<file path="config.mk">
export PLATFORM = sky130hd
export DESIGN_NAME = casp_uart
export DESIGN_NICKNAME = d
export VERILOG_FILES = /design/src/casp_pkg.sv /design/src/casp_fifo.sv /design/src/casp_uart.sv
export SDC_FILE = /design/constraint.sdc
export NUM_CORES = 1
export LEC_CHECK = 0
export BUFFER_PORTS_ARGS = -buffer_cell sky130_fd_sc_hd__buf_4
export CORE_MARGIN = 4
export CORE_UTILIZATION = 25
export DETAILED_ROUTE_END_ITERATION = 10
export GPL_ROUTABILITY_DRIVEN = 1
export MAX_ROUTING_LAYER = met4
export PLACE_DENSITY = 0.51
export RECOVER_POWER = 100
export SYNTH_ARGS = -nofsm -noshare
export SYNTH_HDL_FRONTEND = slang
export SYNTH_SLANG_ARGS = --single-unit
</file>
<file path="constraint.sdc">
create_clock -name clk_sys_in -period 9.6 [get_ports clk_sys_in]
set_clock_uncertainty 0.15 [all_clocks]
set_input_delay 0.96 -clock clk_sys_in [delete_from_list [all_inputs] [get_ports clk_sys_in]]
set_output_delay 0.96 -clock clk_sys_in [all_outputs]
set_load 0.02 [all_outputs]
</file>
<file path="src/casp_pkg.sv">
// Package for the configurable asynchronous serial port: register map, fields, resets, types.
// Assumes a single 200 MHz system clock and an AXI4-Lite master with 32-bit data.
package casp_pkg;
	// Register byte offsets
	localparam logic [7:0] CASP_CTRL_OFS     = 8'h00;
	localparam logic [7:0] CASP_STATUS_OFS   = 8'h04;
	localparam logic [7:0] CASP_TXDATA_OFS   = 8'h08;
	localparam logic [7:0] CASP_RXDATA_OFS   = 8'h0C;
	localparam logic [7:0] CASP_IRQEN_OFS    = 8'h10;
	localparam logic [7:0] CASP_ADDR_OFS     = 8'h14;
	localparam logic [7:0] CASP_DIV_OFS      = 8'h18;
	// Control field positions
	localparam int CASP_CTRL_DBITS_LSB  = 0;
	localparam int CASP_CTRL_PAR_LSB    = 4;
	localparam int CASP_CTRL_STOP2_BIT  = 6;
	localparam int CASP_CTRL_OS8_BIT    = 7;
	localparam int CASP_CTRL_VOTE_BIT   = 8;
	localparam int CASP_CTRL_FLOW_BIT   = 9;
	localparam int CASP_CTRL_BREAK_BIT  = 10;
	localparam int CASP_CTRL_ADMODE_BIT = 11;
	localparam int CASP_CTRL_TXON_BIT   = 12;
	localparam int CASP_CTRL_RXON_BIT   = 13;
	localparam int CASP_CTRL_MARK_BIT   = 14;
	// Reset values: 8 data bits, no parity, one stop bit, 16x, both directions on
	localparam logic [31:0] CASP_CTRL_RST  = 32'h0000_3008;
	localparam logic [31:0] CASP_IRQEN_RST = 32'h0000_0000;
	localparam logic [15:0] CASP_DIV_RST   = 16'h0001;
	localparam logic [15:0] CASP_ADDR_RST  = 16'h0000;
	// Break length in bit times
	localparam logic [4:0]  CASP_BREAK_BITS = 5'h0D;
	// FIFO depth
	localparam int CASP_FIFO_AW = 2;
	localparam logic [CASP_FIFO_AW:0] CASP_FIFO_DEPTH = 3'h4;
	// Parity selections
	typedef enum logic [1:0] {
		CASP_PAR_NONE = 2'b00,
		CASP_PAR_ODD  = 2'b01,
		CASP_PAR_EVEN = 2'b10,
		CASP_PAR_MS   = 2'b11
	} casp_par_e;
	// Serial engine states
	typedef enum logic [2:0] {
		CASP_IDLE   = 3'b000,
		CASP_START  = 3'b001,
		CASP_DATA   = 3'b010,
		CASP_PARITY = 3'b011,
		CASP_STOP   = 3'b100,
		CASP_BREAK  = 3'b101
	} casp_state_e;
	// Received character with flags
	typedef struct packed {
		logic       brk;
		logic       frame_err;
		logic       par_err;
		logic       ninth;
		logic [8:0] data;
	} casp_rxchar_s;
endpackage

</file>
<file path="src/casp_fifo.sv">
// Small character FIFO with registered read data.
// Assumes one clock, asynchronous active-low reset; writes while full and reads while empty are ignored.
`timescale 1ns/1ps
module casp_fifo
	import casp_pkg::*;
(
	// Clock and reset
	input  wire logic         clk_sys_in,
	input  wire logic         arst_n_in,
	// Write side
	input  wire logic         wr_in,
	input  wire casp_rxchar_s wdata_in,
	// Read side
	input  wire logic         rd_in,
	output casp_rxchar_s      rdata_out,
	output logic              empty_out,
	output logic              full_out
);
	typedef struct packed {
		logic [CASP_FIFO_AW:0] wp;
		logic [CASP_FIFO_AW:0] rp;
		casp_rxchar_s          rd;
	} casp_fst_s;
	casp_fst_s    st_q, st_d;
	casp_rxchar_s mem_q [0:(1<<CASP_FIFO_AW)-1];
	logic [CASP_FIFO_AW:0] lvl;
	// Level and flags
	assign lvl       = st_q.wp - st_q.rp;
	assign empty_out = (lvl == '0);
	assign full_out  = (lvl == CASP_FIFO_DEPTH);
	assign rdata_out = st_q.rd;
	// Pointer update; read data follows the head entry
	always_comb begin
		st_d = st_q;
		if (wr_in && !full_out) begin
			st_d.wp = st_q.wp + 1'b1;
		end
		if (rd_in && !empty_out) begin
			st_d.rp = st_q.rp + 1'b1;
		end
		st_d.rd = mem_q[st_d.rp[CASP_FIFO_AW-1:0]];
		if (st_d.rp == st_q.wp && wr_in && !full_out) begin
			st_d.rd = wdata_in;
		end
	end
	// State register
	always_ff @(posedge clk_sys_in or negedge arst_n_in) begin
		if (!arst_n_in) begin
			st_q <= '0;
		end else begin
			st_q <= st_d;
		end
	end
	// Storage
	always_ff @(posedge clk_sys_in) begin
		if (wr_in && !full_out) begin
			mem_q[st_q.wp[CASP_FIFO_AW-1:0]] <= wdata_in;
		end
	end
endmodule

</file>
<file path="src/casp_uart.sv">
// Configurable asynchronous serial port with AXI4-Lite registers.
// Assumes rx and cts_n come from pins; the port adds its own two-flop synchronisers.
`timescale 1ns/1ps
module casp_uart
	import casp_pkg::*;
#(
	parameter bit HAS_TX = 1'b1,
	parameter bit HAS_RX = 1'b1
)(
	// Clock and resets
	input  wire logic        clk_sys_in,
	input  wire logic        arst_n_in,
	input  wire logic        srst_in,
	// AXI4-Lite slave
	input  wire logic [7:0]  s_axi_awaddr,
	input  wire logic        s_axi_awvalid,
	output logic             s_axi_awready,
	input  wire logic [31:0] s_axi_wdata,
	input  wire logic [3:0]  s_axi_wstrb,
	input  wire logic        s_axi_wvalid,
	output logic             s_axi_wready,
	output logic [1:0]       s_axi_bresp,
	output logic             s_axi_bvalid,
	input  wire logic        s_axi_bready,
	input  wire logic [7:0]  s_axi_araddr,
	input  wire logic        s_axi_arvalid,
	output logic             s_axi_arready,
	output logic [31:0]      s_axi_rdata,
	output logic [1:0]       s_axi_rresp,
	output logic             s_axi_rvalid,
	input  wire logic        s_axi_rready,
	// Serial pins
	input  wire logic        rx_in,
	input  wire logic        cts_n_in,
	output logic             tx_out,
	output logic             rts_n_out,
	output logic             tx_en_out,
	// Interrupts and CRC feed
	output logic             tx_irq_out,
	output logic             rx_irq_out,
	output logic             tx_crc_data_out,
	output logic             tx_crc_clk_out,
	output logic             rx_crc_data_out,
	output logic             rx_crc_clk_out
);
	typedef struct packed {
		logic [1:0]  rx_sy, cts_sy;
		logic        aw_h, w_h, bv, rv;
		logic [7:0]  aw_a;
		logic [31:0] w_d, rdat;
		logic [31:0] ctrl, irqen;
		logic [15:0] div, addr;
		logic [15:0] pre;
		logic        tick;
		logic [3:0]  rx_os, tx_os;
		casp_state_e rx_st, tx_st;
		logic [3:0]  rx_n, tx_n;
		logic [8:0]  rx_sh, tx_sh;
		logic        rx_par, tx_par, rx_ninth, rx_zero, prev_rx;
		logic [2:0]  vote;
		logic        th_v;
		logic [8:0]  th_d;
		logic        tx_done, ovr, adm, mrk, brk_req;
		logic        txc_d, txc_c, rxc_d, rxc_c;
		logic [4:0]  brk_n;
	} casp_st_s;
	casp_st_s     q, d;
	casp_rxchar_s fifo_w, fifo_r;
	logic fifo_wr, fifo_rd, fifo_empty, fifo_full;
	logic rx_s, cts_s, tick_os, mid_os, last_os, rx_bit;
	logic [3:0] dbits, os_max;
	casp_par_e par;
	logic [6:0] rx_sts;
	logic [3:0] tx_sts;

	// Whether the first n bits hold an odd number of ones, for parity
	function automatic logic odd_ones(input logic [8:0] v, input logic [3:0] n);
		logic r;
		r = 1'b0;
		for (int i = 0; i < 9; i++) begin
			if (i < n) r = r ^ v[i];
		end
		return r;
	endfunction

	// Parity bit value to send or expect
	function automatic logic par_bit(input casp_par_e p, input logic ones, input logic ms);
		return (p == CASP_PAR_ODD) ? ~ones : (p == CASP_PAR_EVEN) ? ones : ms;
	endfunction

	// Configuration decode
	assign dbits   = (q.ctrl[CASP_CTRL_DBITS_LSB +: 4] < 4'h5) ? 4'h5 :
		(q.ctrl[CASP_CTRL_DBITS_LSB +: 4] > 4'h9) ? 4'h9 : q.ctrl[CASP_CTRL_DBITS_LSB +: 4];
	assign par     = casp_par_e'(q.ctrl[CASP_CTRL_PAR_LSB +: 2]);
	assign os_max  = q.ctrl[CASP_CTRL_OS8_BIT] ? 4'h7 : 4'hF;
	assign rx_s    = q.rx_sy[1];
	assign cts_s   = q.cts_sy[1];
	assign tick_os = q.tick;
	assign last_os = tick_os && (q.tx_os == os_max);
	assign mid_os  = tick_os && (q.rx_os == {1'b0, os_max[3:1]});
	// Two of three around mid-bit, or the centre sample alone
	assign rx_bit  = q.ctrl[CASP_CTRL_VOTE_BIT] ?
		((q.vote[0] & q.vote[1]) | (q.vote[1] & rx_s) | (q.vote[0] & rx_s)) : rx_s;
	assign fifo_w  = '{brk: q.rx_zero & ~rx_bit & (q.rx_sh == '0), frame_err: ~rx_bit,
		par_err: (par != CASP_PAR_NONE) && (q.rx_par != par_bit(par, odd_ones(q.rx_sh, dbits), 1'b0))
			&& (par != CASP_PAR_MS), ninth: q.rx_par & (par == CASP_PAR_MS), data: q.rx_sh};
	// An accepted read of the data register pops the head character
	assign fifo_rd = s_axi_arvalid && s_axi_arready && ({s_axi_araddr[7:2], 2'b00} == CASP_RXDATA_OFS);
	// Status words
	assign rx_sts  = {q.mrk, q.adm, q.ovr, fifo_r.brk & ~fifo_empty, fifo_r.frame_err & ~fifo_empty,
		fifo_r.par_err & ~fifo_empty, ~fifo_empty};
	assign tx_sts  = {~q.th_v, q.th_v, ~q.th_v, q.tx_done};
	// Interrupt levels
	assign rx_irq_out = HAS_RX && |(rx_sts & q.irqen[6:0]);
	assign tx_irq_out = HAS_TX && |(tx_sts & q.irqen[11:8]);
	assign rts_n_out  = q.ctrl[CASP_CTRL_FLOW_BIT] & fifo_full;
	assign s_axi_awready = !q.aw_h && !q.bv;
	assign s_axi_wready  = !q.w_h && !q.bv;
	assign s_axi_arready = !q.rv;
	assign s_axi_bvalid  = q.bv;
	assign s_axi_bresp   = 2'b00;
	assign s_axi_rvalid  = q.rv;
	assign s_axi_rresp   = 2'b00;
	assign s_axi_rdata   = q.rdat;
	assign tx_out        = (q.tx_st == CASP_IDLE) ? 1'b1 : q.tx_sh[0] | (q.tx_st == CASP_STOP);
	assign tx_en_out     = (q.tx_st != CASP_IDLE);
	assign tx_crc_data_out = q.txc_d;
	assign tx_crc_clk_out  = q.txc_c;
	assign rx_crc_data_out = q.rxc_d;
	assign rx_crc_clk_out  = q.rxc_c;

	// Main next-state logic
	always_comb begin
		logic rd_take;
		rd_take = 1'b0;
		d = q;
		fifo_wr = 1'b0;
		d.rx_sy  = {q.rx_sy[0], rx_in};
		d.cts_sy = {q.cts_sy[0], cts_n_in};
		// Oversampling tick from the divider
		d.tick = 1'b0;
		d.pre  = q.pre + 16'h0001;
		if (q.pre >= q.div - 16'h0001) begin
			d.pre  = '0;
			d.tick = 1'b1;
		end
		d.txc_c = 1'b0;
		d.rxc_c = 1'b0;
		d.tx_done = q.tx_done;
		// Register writes
		if (s_axi_awvalid && s_axi_awready) begin
			d.aw_h = 1'b1;
			d.aw_a = s_axi_awaddr;
		end
		if (s_axi_wvalid && s_axi_wready) begin
			d.w_h = 1'b1;
			d.w_d = s_axi_wdata;
		end
		if (q.aw_h && q.w_h) begin
			d.aw_h = 1'b0;
			d.w_h  = 1'b0;
			d.bv   = 1'b1;
			unique case ({q.aw_a[7:2], 2'b00})
				CASP_CTRL_OFS: d.ctrl = q.w_d;
				CASP_IRQEN_OFS: d.irqen = q.w_d;
				CASP_ADDR_OFS: d.addr = q.w_d[15:0];
				CASP_DIV_OFS: d.div = (q.w_d[15:0] == '0) ? CASP_DIV_RST : q.w_d[15:0];
				CASP_TXDATA_OFS: begin
					if (!q.th_v) begin
						d.th_v = 1'b1;
						d.th_d = q.w_d[8:0];
						d.tx_done = 1'b0;
					end
				end
				CASP_STATUS_OFS: begin
					d.ovr = 1'b0;
					d.adm = 1'b0;
					d.mrk = 1'b0;
					d.tx_done = 1'b0;
				end
				default: ;
			endcase
		end
		if (q.bv && s_axi_bready) d.bv = 1'b0;
		// Register reads
		if (s_axi_arvalid && s_axi_arready) begin
			d.rv = 1'b1;
			unique case ({s_axi_araddr[7:2], 2'b00})
				CASP_CTRL_OFS: d.rdat = q.ctrl;
				CASP_STATUS_OFS: d.rdat = {16'h0000, 4'h0, tx_sts, 1'b0, rx_sts};
				CASP_RXDATA_OFS: begin
					d.rdat = {19'h00000, fifo_r.brk, fifo_r.frame_err, fifo_r.par_err, fifo_r.ninth,
						fifo_r.data & {9{~fifo_empty}}};
					rd_take = 1'b1;
				end
				CASP_IRQEN_OFS: d.rdat = q.irqen;
				CASP_ADDR_OFS: d.rdat = {16'h0000, q.addr};
				CASP_DIV_OFS: d.rdat = {16'h0000, q.div};
				default: d.rdat = '0;
			endcase
		end
		if (q.rv && s_axi_rready) d.rv = 1'b0;
		// Transmitter
		if (tick_os) d.tx_os = (q.tx_os == os_max) ? 4'h0 : q.tx_os + 4'h1;
		unique case (q.tx_st)
			CASP_IDLE: begin
				d.tx_os = '0;
				if (!HAS_TX || !q.ctrl[CASP_CTRL_TXON_BIT]) begin
					d.tx_st = CASP_IDLE;
				end else if (q.ctrl[CASP_CTRL_BREAK_BIT]) begin
					d.tx_st = CASP_BREAK;
					d.tx_sh = '0;
					d.brk_n = '0;
					d.tx_n  = '0;
				end else if (q.th_v && (!q.ctrl[CASP_CTRL_FLOW_BIT] || !cts_s)) begin
					d.tx_st = CASP_START;
					d.tx_sh = '0;
					d.tx_par = par_bit(par, odd_ones(q.th_d, dbits), q.ctrl[CASP_CTRL_MARK_BIT]);
					d.th_v = 1'b0;
					d.tx_n = '0;
				end
			end
			CASP_START: if (last_os) begin
				d.tx_st = CASP_DATA;
				d.tx_sh = q.th_d;
			end
			CASP_DATA: if (last_os) begin
				d.tx_sh = {1'b0, q.tx_sh[8:1]};
				d.tx_n  = q.tx_n + 4'h1;
				d.txc_d = q.tx_sh[0];
				d.txc_c = 1'b1;
				if (q.tx_n == dbits - 4'h1) begin
					d.tx_sh[0] = q.tx_par;
					d.tx_st = (par == CASP_PAR_NONE) ? CASP_STOP : CASP_PARITY;
					d.tx_n = '0;
				end
			end
			CASP_PARITY: if (last_os) begin
				d.tx_st = CASP_STOP;
				d.tx_n  = '0;
			end
			CASP_STOP: if (last_os) begin
				d.tx_n = q.tx_n + 4'h1;
				if (q.tx_n >= {3'b000, q.ctrl[CASP_CTRL_STOP2_BIT]}) begin // Safe if stop count shrinks mid-frame
					d.tx_st = CASP_IDLE;
					d.tx_done = 1'b1;
				end
			end
			CASP_BREAK: if (last_os) begin
				d.brk_n = q.brk_n + 5'h01;
				if (q.brk_n == CASP_BREAK_BITS - 5'h01) d.tx_st = CASP_STOP;
			end
			default: d.tx_st = CASP_IDLE;
		endcase
		// Receiver
		d.prev_rx = rx_s;
		if (tick_os) begin
			d.rx_os = (q.rx_os == os_max) ? 4'h0 : q.rx_os + 4'h1;
			d.vote  = {q.vote[1:0], rx_s};
		end
		unique case (q.rx_st)
			CASP_IDLE: begin
				d.rx_os = '0;
				if (HAS_RX && q.ctrl[CASP_CTRL_RXON_BIT] && q.prev_rx && !rx_s) d.rx_st = CASP_START;
			end
			CASP_START: if (mid_os) begin
				d.rx_st = rx_bit ? CASP_IDLE : CASP_DATA;
				d.rx_os = 4'h0 + {1'b0, os_max[3:1]} + 4'h1;
				d.rx_n = '0;
				d.rx_sh = '0;
				d.rx_zero = 1'b1;
			end
			CASP_DATA: if (mid_os) begin
				d.rx_sh[q.rx_n] = rx_bit;
				d.rx_n = q.rx_n + 4'h1;
				d.rx_zero = q.rx_zero & ~rx_bit;
				d.rxc_d = rx_bit;
				d.rxc_c = 1'b1;
				if (q.rx_n == dbits - 4'h1) d.rx_st = (par == CASP_PAR_NONE) ? CASP_STOP : CASP_PARITY;
			end
			CASP_PARITY: if (mid_os) begin
				d.rx_par = rx_bit;
				d.rx_zero = q.rx_zero & ~rx_bit;
				d.rx_st = CASP_STOP;
			end
			CASP_STOP: if (mid_os) begin
				d.rx_st = CASP_IDLE;
				// Address characters in nine-bit mode
				if (par == CASP_PAR_MS && q.rx_par) begin
					d.mrk = 1'b1;
					if (q.rx_sh[7:0] == q.addr[7:0] || q.rx_sh[7:0] == q.addr[15:8]) d.adm = 1'b1;
				end
				if (fifo_full) d.ovr = 1'b1;
				else fifo_wr = 1'b1;
				if (par != CASP_PAR_MS) d.rx_par = 1'b0;
			end
			default: d.rx_st = CASP_IDLE;
		endcase
		if (rd_take) d.rdat = d.rdat;
		// Synchronous reset returns both engines to idle
		if (srst_in) begin
			d.tx_st = CASP_IDLE;
			d.rx_st = CASP_IDLE;
			d.th_v  = 1'b0;
			d.txc_c = 1'b0;
			d.rxc_c = 1'b0;
		end
	end

	// State register
	always_ff @(posedge clk_sys_in or negedge arst_n_in) begin
		if (!arst_n_in) begin
			q <= '0;
			q.rx_sy <= 2'b11;
			q.cts_sy <= 2'b11;
			q.prev_rx <= 1'b1;
			q.ctrl <= CASP_CTRL_RST;
			q.irqen <= CASP_IRQEN_RST;
			q.div <= CASP_DIV_RST;
			q.addr <= CASP_ADDR_RST;
			q.rx_st <= CASP_IDLE;
			q.tx_st <= CASP_IDLE;
		end else begin
			q <= d;
		end
	end

	// Receive FIFO; a read of the data register pops it
	casp_fifo u_rx_fifo (
		.clk_sys_in (clk_sys_in),
		.arst_n_in  (arst_n_in),
		.wr_in      (fifo_wr),
		.wdata_in   (fifo_w),
		.rd_in      (fifo_rd),
		.rdata_out  (fifo_r),
		.empty_out  (fifo_empty),
		.full_out   (fifo_full)
	);
endmodule

</file>
==> impl_metrics.py, run 1 <==
metrics = {
    "outcome": {
        "status": "complete, but fails checks",
        "violations": "max-capacitance violations, max-slew violations",
    },
    "setup_path": {
        "rrSetupSlack_ns": 4.39,
        "critPathKind": "in -> async",
        "cp-start-kind": "input pin",
        "cp_top_family": "buffers and inverters",
        "worstPathRequired_ns": 9.14,
        "worstRegToRegCells": 10,
        "r2r_start": "u_rx_fifo.st_q[14]",
        "cp_slowest_stage_delay_ns": 2.81,
        "endpoint_kind": "asynchronous set/reset pin",
        "reg2reg_to": "u_rx_fifo.rdata_out[12]",
        "critPathSlowestCell": "clkbuf_2",
        "path_max_fanout": 157,
        "crit_chain": "buf_8 -> clkbuf_2",
        "cp_data_arrival_time_ns": 4.80,
        "critPathBufInv": 2,
    },
    "logic_synthesis": {
        "ys_seq_elements": 331,
        "ys.warnings.count": 0,
        "syn_avg_cell_area_sq_um": 11.68,
        "syn_inst": 1381,
        "yosysUniqueCellTypes": 73,
        "synth-main-ff-cell": "dfrtp_1",
        "synth_edf_count": 52,
        "synth-seq-area-share_pct": 53.05,
        "mappedNetlistArea_sq_um": 16130,
        "async_flop_share_pct": 84.29,
    },
    "floorplanning": {
        "dieArea_sq_um": 68630,
        "die_w_microns": 262.0,
        "row_count": 92,
        "num_io_pins": 112,
        "dieHeight_microns": 262.0,
        "start_util_pct": 25.42,
        "core_sq_um": 63430,
    },
    "clock_tree": {
        "clock_path_buffers": 3,
        "clk_latency_ns": 0.56,
        "cts_tree": "yes",
        "ctsResizeCount": 0,
        "ctsHoldBuffers": 0,
        "cts.htree.levels": 2,
        "root_buffer": "clkbuf_16",
        "cts_made_buffers": 39,
        "cts_sinks": 331,
        "post-cts-setup-buffer-count": 0,
        "clk_pin_slew_ns": 0.06,
    },
    "timing": {
        "worst_pin_slew_ns": 4.152,
        "hold_viol_final": 0,
        "period_needed_ns": 5.262,
        "slew-limit-headroom_pct": -176.8,
        "rsz0062_at_grt": "no",
        "min_period_over_period_pct": 54.81,
        "tns_ns": 0,
        "finalSetupViolCount": 0,
        "slew_violations": 337,
        "fmax_mhz": 190.0,
    },
    "final_layout": {
        "drive_gt1_share_pct": 20.71,
        "postLayoutCoreUtil_pct": 29.21,
        "final_nets": 1531,
        "finish.instance_area_sq_um": 18530,
        "fillerInstances": 6550,
        "area_delta_synth_final_pct": 14.90,
    },
    "grt": {
        "track_usage_pct": 12.89,
        "grt_overflow": 0,
        "grt_max_degree": 158,
        "grt_pass1_vias": 11140,
        "grt_pass1_wl_microns": 66920,
        "antenna_found_initial": 1,
    },
    "placement": {
        "dpl_cell_area_sq_um": 17550,
        "post-dp-hpwl_microns": 28870,
        "port_buffers": 99,
        "routabilityCongestion": 0.8251,
    },
    "drt": {
        "ant_nets": 0,
        "wl_per_cell_microns": 18.77,
        "vias": 10955,
        "dr.pass1.iters": 5,
        "post_drt_via_cell_ratio": 4.742,
        "drtIter0Drc": 651,
        "drc": 0,
        "wl_microns": 43360,
    },
    "worst_hold_path": {
        "hold_path_depth": 0,
        "holdPathEnd": "cts_s",
        "min-delay-start": "d[262]",
        "hold_class": "reg -> reg",
    },
    "power_and_ir_drop": {
        "powerDensity_nw_per_um2": 232.0,
        "ir_worst_vdd_v": 0.0001490,
        "p_total_w": 0.004299,
        "p_leak_nw": 7.749,
    },
    "run": {
        "drv_cap": 7,
    },
}
-- worst max path at each step --
stage / slack [ns] / from / cells after the start / to
finish: 4.34 / arst_n_in / 2 / s_axi_rdata[5]
global route: 3.47 / arst_n_in / 2 / s_axi_rdata[5]
CTS: 5.06 / u_rx_fifo.st_q[14] / 7 / rx_irq_out
detailed placement: 5.59 / s_axi_araddr[5] / 8 / u_rx_fifo.rdata_out[12]
global placement: 5.62 / s_axi_araddr[5] / 8 / u_rx_fifo.rdata_out[2]
floorplan: 6.01 / u_rx_fifo.st_q[14] / 8 / rx_irq_out
-- layout by cell type, fill, tap and decap left out, drive strengths merged, types with 10 or more instances in the layout --
cell type,instances
dfrtp,270
mux2,161
nand2,126
clkbuf,119
nor2,85
o21ai,68
buf,57
edfxtp,52
a22oi,47
xor2,43
xnor2,41
nor3,37
ha,36
inv,27
o22ai,26
a21oi,25
a21o,19
a22o,16
nor4,14
mux4,13
nand4,11
nand3,11
and2,11
a221oi,10
-- per-stage QoR --
step | cells | setup slack, ns | hold WS, ns
detailed placement | 2238 | 5.592 | 0.1997
global placement | 2238 | 5.618 | 0.1986
global route | 2310 | 3.468 | 0.2169
CTS | 2309 | 5.058 | 0.2107
finish | 2310 | 4.338 | 0.2110
floorplan | 1384 | 6.012 | 0.1952
-- final cells by class --
type / instances / area, sq um / area share (%)
sequential: 331 / 8554 / 46.17
tap: 846 / 1059 / 5.713
inverter: 24 / 90.09 / 0.4862
clock buffer: 60 / 1145 / 6.179
timing repair buffer: 116 / 669.4 / 3.613
clock inverter: 11 / 141.4 / 0.7631
multi-input combinational: 921 / 6867 / 37.06
antenna: 1 / 2.502 / 0.01351
-- flip-flops by register name, summed over array words and instances, names as in the netlist, 2 cells and up --
signal	count
u_rx_fifo.rdata_out	13
s_axi_rdata	32
par	2
u_rx_fifo.mem_q	52
u_rx_fifo.st_q	6
q	206
d	3
fifo_w	9
-- cells by family (layout without fill, tap and decap cells) --
family	count (synthesis)	after routing	synth area share (%)
DFF	331	331	53.05
and+or+nand+nor	348	348	10.22
xor gates and xnor gates	84	84	4.656
muxes	183	183	13.85
adders and majority gates	36	36	2.793
other	1	5	0.02326
buffers and inverters	132	211	4.050
AOI/OAI and AO/OA	266	266	11.36
-- Yosys cell counts (26+ instances only) --
cell type  instances  area share [%]
o21ai_0           65             2.0
clkbuf_1          58             1.4
edfxtp_1          52             9.7
nor2_1            85             2.0
mux2_2           151              11
o22ai_1           26             1.0
nor3_1            35             1.1
a22oi_1           47             2.2
buf_4             36             1.7
dfrtp_1          270              42
xnor2_1           40             2.2
xor2_1            42             2.3
ha_1              36             2.8
nand2_1          126             2.9
-- worst reg2reg max path: cells and delay by family (launching register included) --
family / cells / cell delay (ns)
xor gates and xnor gates: 1 / 0.18
AOI/OAI and AO/OA: 3 / 1.80
and+or+nand+nor: 2 / 0.29
muxes: 1 / 0.44
buffers and inverters: 2 / 0.98
DFF: 1 / 1.02
adders and majority gates: 1 / 0.23
-- power by group --
group          internal (W)  total (W)  switching, W
combinational      0.000421   0.000847      0.000426
clock              0.000883    0.00149      0.000610
sequential          0.00165    0.00196      0.000308
total               0.00295    0.00430       0.00134
-- metal layers --
| layer | routed length [microns] | track usage (%) |
|---|---|---|
| met5 | 0 | - |
| met4 | 947 | 3.511 |
| met3 | 2246 | 2.852 |
| met2 | 19840 | 19.82 |
| met1 | 20330 | 17.31 |
Note: power is estimated with default switching activity, not from simulation.
==> inputs of run 2 (changes only) <==
PLACE_DENSITY = 0.52   (was 0.51)
clock period = 4.4 ns   (was 9.6 ns; I/O delays follow)
==> impl_metrics.py, run 2 (synthesis gave the netlist of run 1 again) <==
metrics = {
    "drt": {
        "drc": 0,
        "post_drt_via_cell_ratio": 4.725,
        "vias": 11174,
        "wl_per_cell_microns": 18.24,
        "dr.pass1.iters": 6,
        "ant_nets": 0,
        "wl_microns": 43150,
        "drtIter0Drc": 823,
    },
    "timing": {
        "min_period_over_period_pct": 86.93,
        "worst_pin_slew_ns": 2.211,
        "slew-limit-headroom_pct": -47.41,
        "tns_ns": 0,
        "whs_ns": 0.2138,
        "fmax_mhz": 261.5,
        "period_needed_ns": 3.825,
        "rsz0062_at_grt": "no",
        "finalSetupViolCount": 0,
        "hold_viol_final": 0,
        "slew_violations": 184,
    },
    "worst_hold_path": {
        "hold_class": "reg -> reg",
    },
    "setup_path": {
        "cp-start-kind": "register",
        "crit_chain": "xnor2_1 -> or3_1 -> clkbuf_1 -> nor3_1 -> o21ai_1 -> a2111oi_4 -> clkbuf_2 -> mux2_2",
        "critPathBufInv": 2,
        "critPathSlowestCell": "nor3_1",
        "endpoint_kind": "register",
        "path_max_fanout": 15,
        "cp_data_arrival_time_ns": 4.11,
        "cp_top_family": "simple AND/OR/NAND/NOR gates",
        "critPathKind": "reg -> reg",
        "worstPathRequired_ns": 4.68,
        "cp_slowest_stage_delay_ns": 0.88,
    },
    "clock_tree": {
        "cts_tree": "yes",
        "cts.htree.levels": 2,
        "cts_made_buffers": 39,
        "clk_pin_slew_ns": 0.06,
        "ctsResizeCount": 0,
        "clk_latency_ns": 0.56,
        "root_buffer": "clkbuf_16",
        "clock_path_buffers": 3,
        "ctsHoldBuffers": 44,
        "cts_sinks": 331,
        "post-cts-setup-buffer-count": 0,
    },
    "outcome": {
        "violations": "max-capacitance violations, max-slew violations",
        "status": "complete, but fails checks",
    },
    "grt": {
        "grt_max_degree": 120,
        "grt_pass1_vias": 11319,
        "grt_overflow": 0,
        "track_usage_pct": 12.91,
        "grt_pass1_wl_microns": 67120,
        "antenna_found_initial": 1,
    },
    "power_and_ir_drop": {
        "p_comb_share_pct": 19.8,
        "netSwitchingFraction_pct": 30.79,
        "ir_worst_vdd_v": 0.0002752,
        "switchingPower_w": 0.002916,
        "powerDensity_nw_per_um2": 495.7,
        "p_leak_nw": 7.974,
        "p_clk_share_pct": 35.2,
        "internal-power_w": 0.006554,
        "seqPwrFrac_pct": 45.0,
    },
    "floorplanning": {
        "dieArea_sq_um": 68630,
        "num_io_pins": 112,
        "row_count": 92,
        "start_util_pct": 25.42,
        "core_sq_um": 63430,
        "die_w_microns": 262.0,
        "dieHeight_microns": 262.0,
    },
    "final_layout": {
        "area_delta_synth_final_pct": 18.47,
        "final_common_cell": "dfrtp_1",
        "drive_gt1_share_pct": 20.95,
        "layout_common_cells": "270 x dfrtp_1, 151 x mux2_2, 126 x nand2_1, 85 x nor2_1",
        "finish.instance_area_sq_um": 19100,
        "top_register": "q",
        "stdcell_count": 2365,
        "largest_register_ffs": 206,
        "final_nets": 1586,
    },
    "placement": {
        "post-dp-hpwl_microns": 29340,
        "port_buffers": 99,
        "dp.cells": 2249,
        "routabilityCongestion": 0.8281,
        "dpl_cell_area_sq_um": 17640,
    },
    "run": {
        "drv_cap": 4,
    },
}
run 2: metal layers:
layer,share of wire [%],GRT usage (%)
met3,5.3,2.679
met4,2.7,3.924
met1,46,17.02
met5,0,-
met2,46,20.14
run 2: layout make-up:
class | count | area [sq um]
repair buffers | 171 | 1189
flip-flops and latches | 331 | 8554
inverters | 24 | 90.09
multi-input cells | 921 | 6897
fillers | 6517 | 44320
clock inverters | 21 | 245.2
diodes | 1 | 2.502
clock buffers | 50 | 1067
well taps | 846 | 1059
run 2: final timing paths:
kind,start,endpoint,slack [ns],cells after the start
max,q[160],u_rx_fifo.rdata_out[0],0.58,8
min,d[264],d[27],0.21,0
max reg2reg,q[160],u_rx_fifo.rdata_out[0],0.58,8
min reg2reg,d[264],d[27],0.21,0
max in group asynchronous,arst_n_in,s_axi_rdata[17],1.65,3
min in group asynchronous,arst_n_in,q[0],0.92,2
run 2: per-stage QoR:
stage | utilization [%] | total power (W) | setup slack, ns
6_report | 30.12 | 0.009469 | 0.5753
3_3_place_gp | 27.82 | 0.006149 | 0.9362
5_1_grt | 30.12 | 0.01000 | 0.3494
4_1_cts | 30.58 | 0.009648 | 0.8728
3_5_place_dp | 27.82 | 0.006220 | 0.8988
2_1_floorplan | - | 0.005466 | 0.8142
run 2: power groups by stage:
stage | clock (W) | combinational (W) | sequential [W]
finish | 0.00333 | 0.00188 | 0.00426
global route | 0.00356 | 0.00211 | 0.00433
CTS | 0.00344 | 0.00195 | 0.00426
detailed placement | 0 | 0.00190 | 0.00432
global placement | 0 | 0.00186 | 0.00429
floorplan | 0 | 0.00149 | 0.00398
==> inputs of run 3 (changes only) <==
BUFFER_PORTS_ARGS = -buffer_cell sky130_fd_sc_hd__buf_2   (was -buffer_cell sky130_fd_sc_hd__buf_4)
==> impl_metrics.py, run 3 (synthesis gave the netlist of run 1 again) <==
metrics = {
    "drt": {
        "drc": 0,
        "wl_microns": 43580,
        "ant_nets": 0,
        "drtIter0Drc": 602,
        "post_drt_via_cell_ratio": 4.729,
        "wl_per_cell_microns": 18.41,
        "vias": 11194,
        "dr.pass1.iters": 5,
    },
    "power_and_ir_drop": {
        "p_leak_nw": 7.932,
        "internal-power_w": 0.006504,
        "switchingPower_w": 0.002868,
        "ir_worst_vdd_v": 0.0003526,
        "seqPwrFrac_pct": 45.4,
        "p_comb_share_pct": 19.8,
        "p_clk_share_pct": 34.7,
        "netSwitchingFraction_pct": 30.60,
        "powerDensity_nw_per_um2": 494.0,
    },
    "grt": {
        "grt_max_degree": 113,
        "grt_pass1_vias": 11593,
        "grt_pass1_wl_microns": 68590,
        "track_usage_pct": 13.13,
        "grt_overflow": 0,
        "antenna_found_initial": 0,
    },
    "timing": {
        "min_period_over_period_pct": 87.31,
        "rsz0062_at_grt": "no",
        "hold_viol_final": 0,
        "fmax_mhz": 260.3,
        "slew-limit-headroom_pct": -98.93,
        "tns_ns": 0,
        "finalSetupViolCount": 0,
        "worst_pin_slew_ns": 2.984,
        "slew_violations": 226,
        "period_needed_ns": 3.842,
        "whs_ns": 0.1193,
    },
    "setup_path": {
        "critPathKind": "reg -> reg",
        "path_max_fanout": 14,
        "reg2reg_to": "u_rx_fifo.rdata_out[1]",
        "rrSetupSlack_ns": 0.56,
        "cp-start-kind": "register",
        "worstPathRequired_ns": 4.68,
        "endpoint_kind": "register",
        "cp_data_arrival_time_ns": 4.12,
        "r2r_start": "tick_os",
        "worstRegToRegCells": 9,
    },
    "final_layout": {
        "diodes": 0,
        "final_nets": 1589,
        "regArea_sq_um": 8554,
        "largest_register_ffs": 206,
        "top_register": "q",
        "final_common_cell": "dfrtp_1",
        "area_delta_synth_final_pct": 17.65,
        "drive_gt1_share_pct": 21.04,
        "multi_input_area_sq_um": 6893,
        "layout_common_cells": "270 x dfrtp_1, 151 x mux2_2, 126 x nand2_1, 85 x nor2_1, 68 x clkbuf_1",
        "fillerInstances": 6504,
    },
    "clock_tree": {
        "cts_sinks": 331,
        "root_buffer": "clkbuf_16",
        "cts_tree": "yes",
        "ctsResizeCount": 0,
        "cts.htree.levels": 2,
        "cts_made_buffers": 39,
        "clk_latency_ns": 0.56,
        "clk_pin_slew_ns": 0.06,
        "clock_path_buffers": 3,
    },
    "floorplanning": {
        "start_util_pct": 25.42,
        "num_io_pins": 112,
        "die_w_microns": 262.0,
        "dieHeight_microns": 262.0,
        "core_sq_um": 63430,
        "row_count": 92,
        "dieArea_sq_um": 68630,
    },
    "outcome": {
        "violations": "max-capacitance violations, max-slew violations",
        "status": "complete, but fails checks",
    },
    "worst_hold_path": {
        "hold_class": "in -> reg",
        "min-delay-start": "srst_in",
        "holdPathEnd": "q[61]",
        "hold_path_depth": 2,
    },
    "placement": {
        "routabilityCongestion": 0.8234,
        "port_buffers": 99,
        "post-dp-hpwl_microns": 29690,
    },
    "run": {
        "drv_cap": 5,
    },
}
-- run 3: power by group through the flow --
stage	sequential [W]	clock, W	combinational, W
2_1_floorplan	0.00398	0	0.00149
3_3_place_gp	0.00428	0	0.00183
3_5_place_dp	0.00431	0	0.00186
4_1_cts	0.00426	0.00336	0.00191
5_1_grt	0.00433	0.00347	0.00209
6_report	0.00426	0.00325	0.00186
-- run 3: worst max-delay path, cell delays in order (launching register included) --
cell and delay, ns:
dfrtp_1 0.40, clkbuf_1 0.64, nand2_1 0.22, or3_1 0.47, nor3_1 0.45, clkbuf_1 0.32
o21ai_1 0.16, a2111oi_4 0.21, buf_4 0.31, mux2_2 0.37
-- run 3: what timing repair did --
action / 4_1_cts / 5_1_grt
hold endpoints to repair: 146 / 0
endpoints found under the setup margin: 0 / 0
setup buffers: 0 / 0
hold buffers: 43 / 0
-- run 3: worst max-delay path by stage --
stage,depth (start not counted),slack (ns),endpoint,start
2_1_floorplan,12,0.81,u_rx_fifo.rdata_out[10],u_rx_fifo.st_q[14]
4_1_cts,10,0.93,q[52],q[156]
3_5_place_dp,10,0.95,q[52],q[156]
6_report,9,0.56,u_rx_fifo.rdata_out[1],tick_os
5_1_grt,9,0.41,u_rx_fifo.rdata_out[12],tick_os
3_3_place_gp,10,1.00,q[52],q[156]
-- run 3: through the flow --
step | total power (W) | area (sq um) | worst slack [ns] | std cells | util (%)
5_1_grt | 0.009897 | 18970 | 0.4112 | 2367 | 29.91
2_1_floorplan | 0.005466 | 16140 | 0.8142 | 1384 | -
4_1_cts | 0.009522 | 19150 | 0.9282 | 2367 | 30.19
3_3_place_gp | 0.006109 | 17420 | 1.004 | 2253 | 27.46
6_report | 0.009373 | 18970 | 0.5584 | 2367 | 29.91
3_5_place_dp | 0.006176 | 17420 | 0.9525 | 2253 | 27.46
-- run 3: per-layer routing --
layer / vias up / share of wire, % / global-route usage (%)
met5: - / 0 / -
met4: 0 / 2.2 / 3.393
met3: 56 / 4.5 / 2.746
met2: 221 / 47 / 20.62
met1: 5703 / 46 / 17.43
li1: 5214 / - / -
-- run 3: final cells by class --
cell class,instances,area share [%]
sequential,331,45.09
multi-input combinational,921,36.33
clock buffer,57,5.982
timing repair buffer,174,5.659
tap,846,5.579
clock inverter,14,0.8837
inverter,24,0.4748
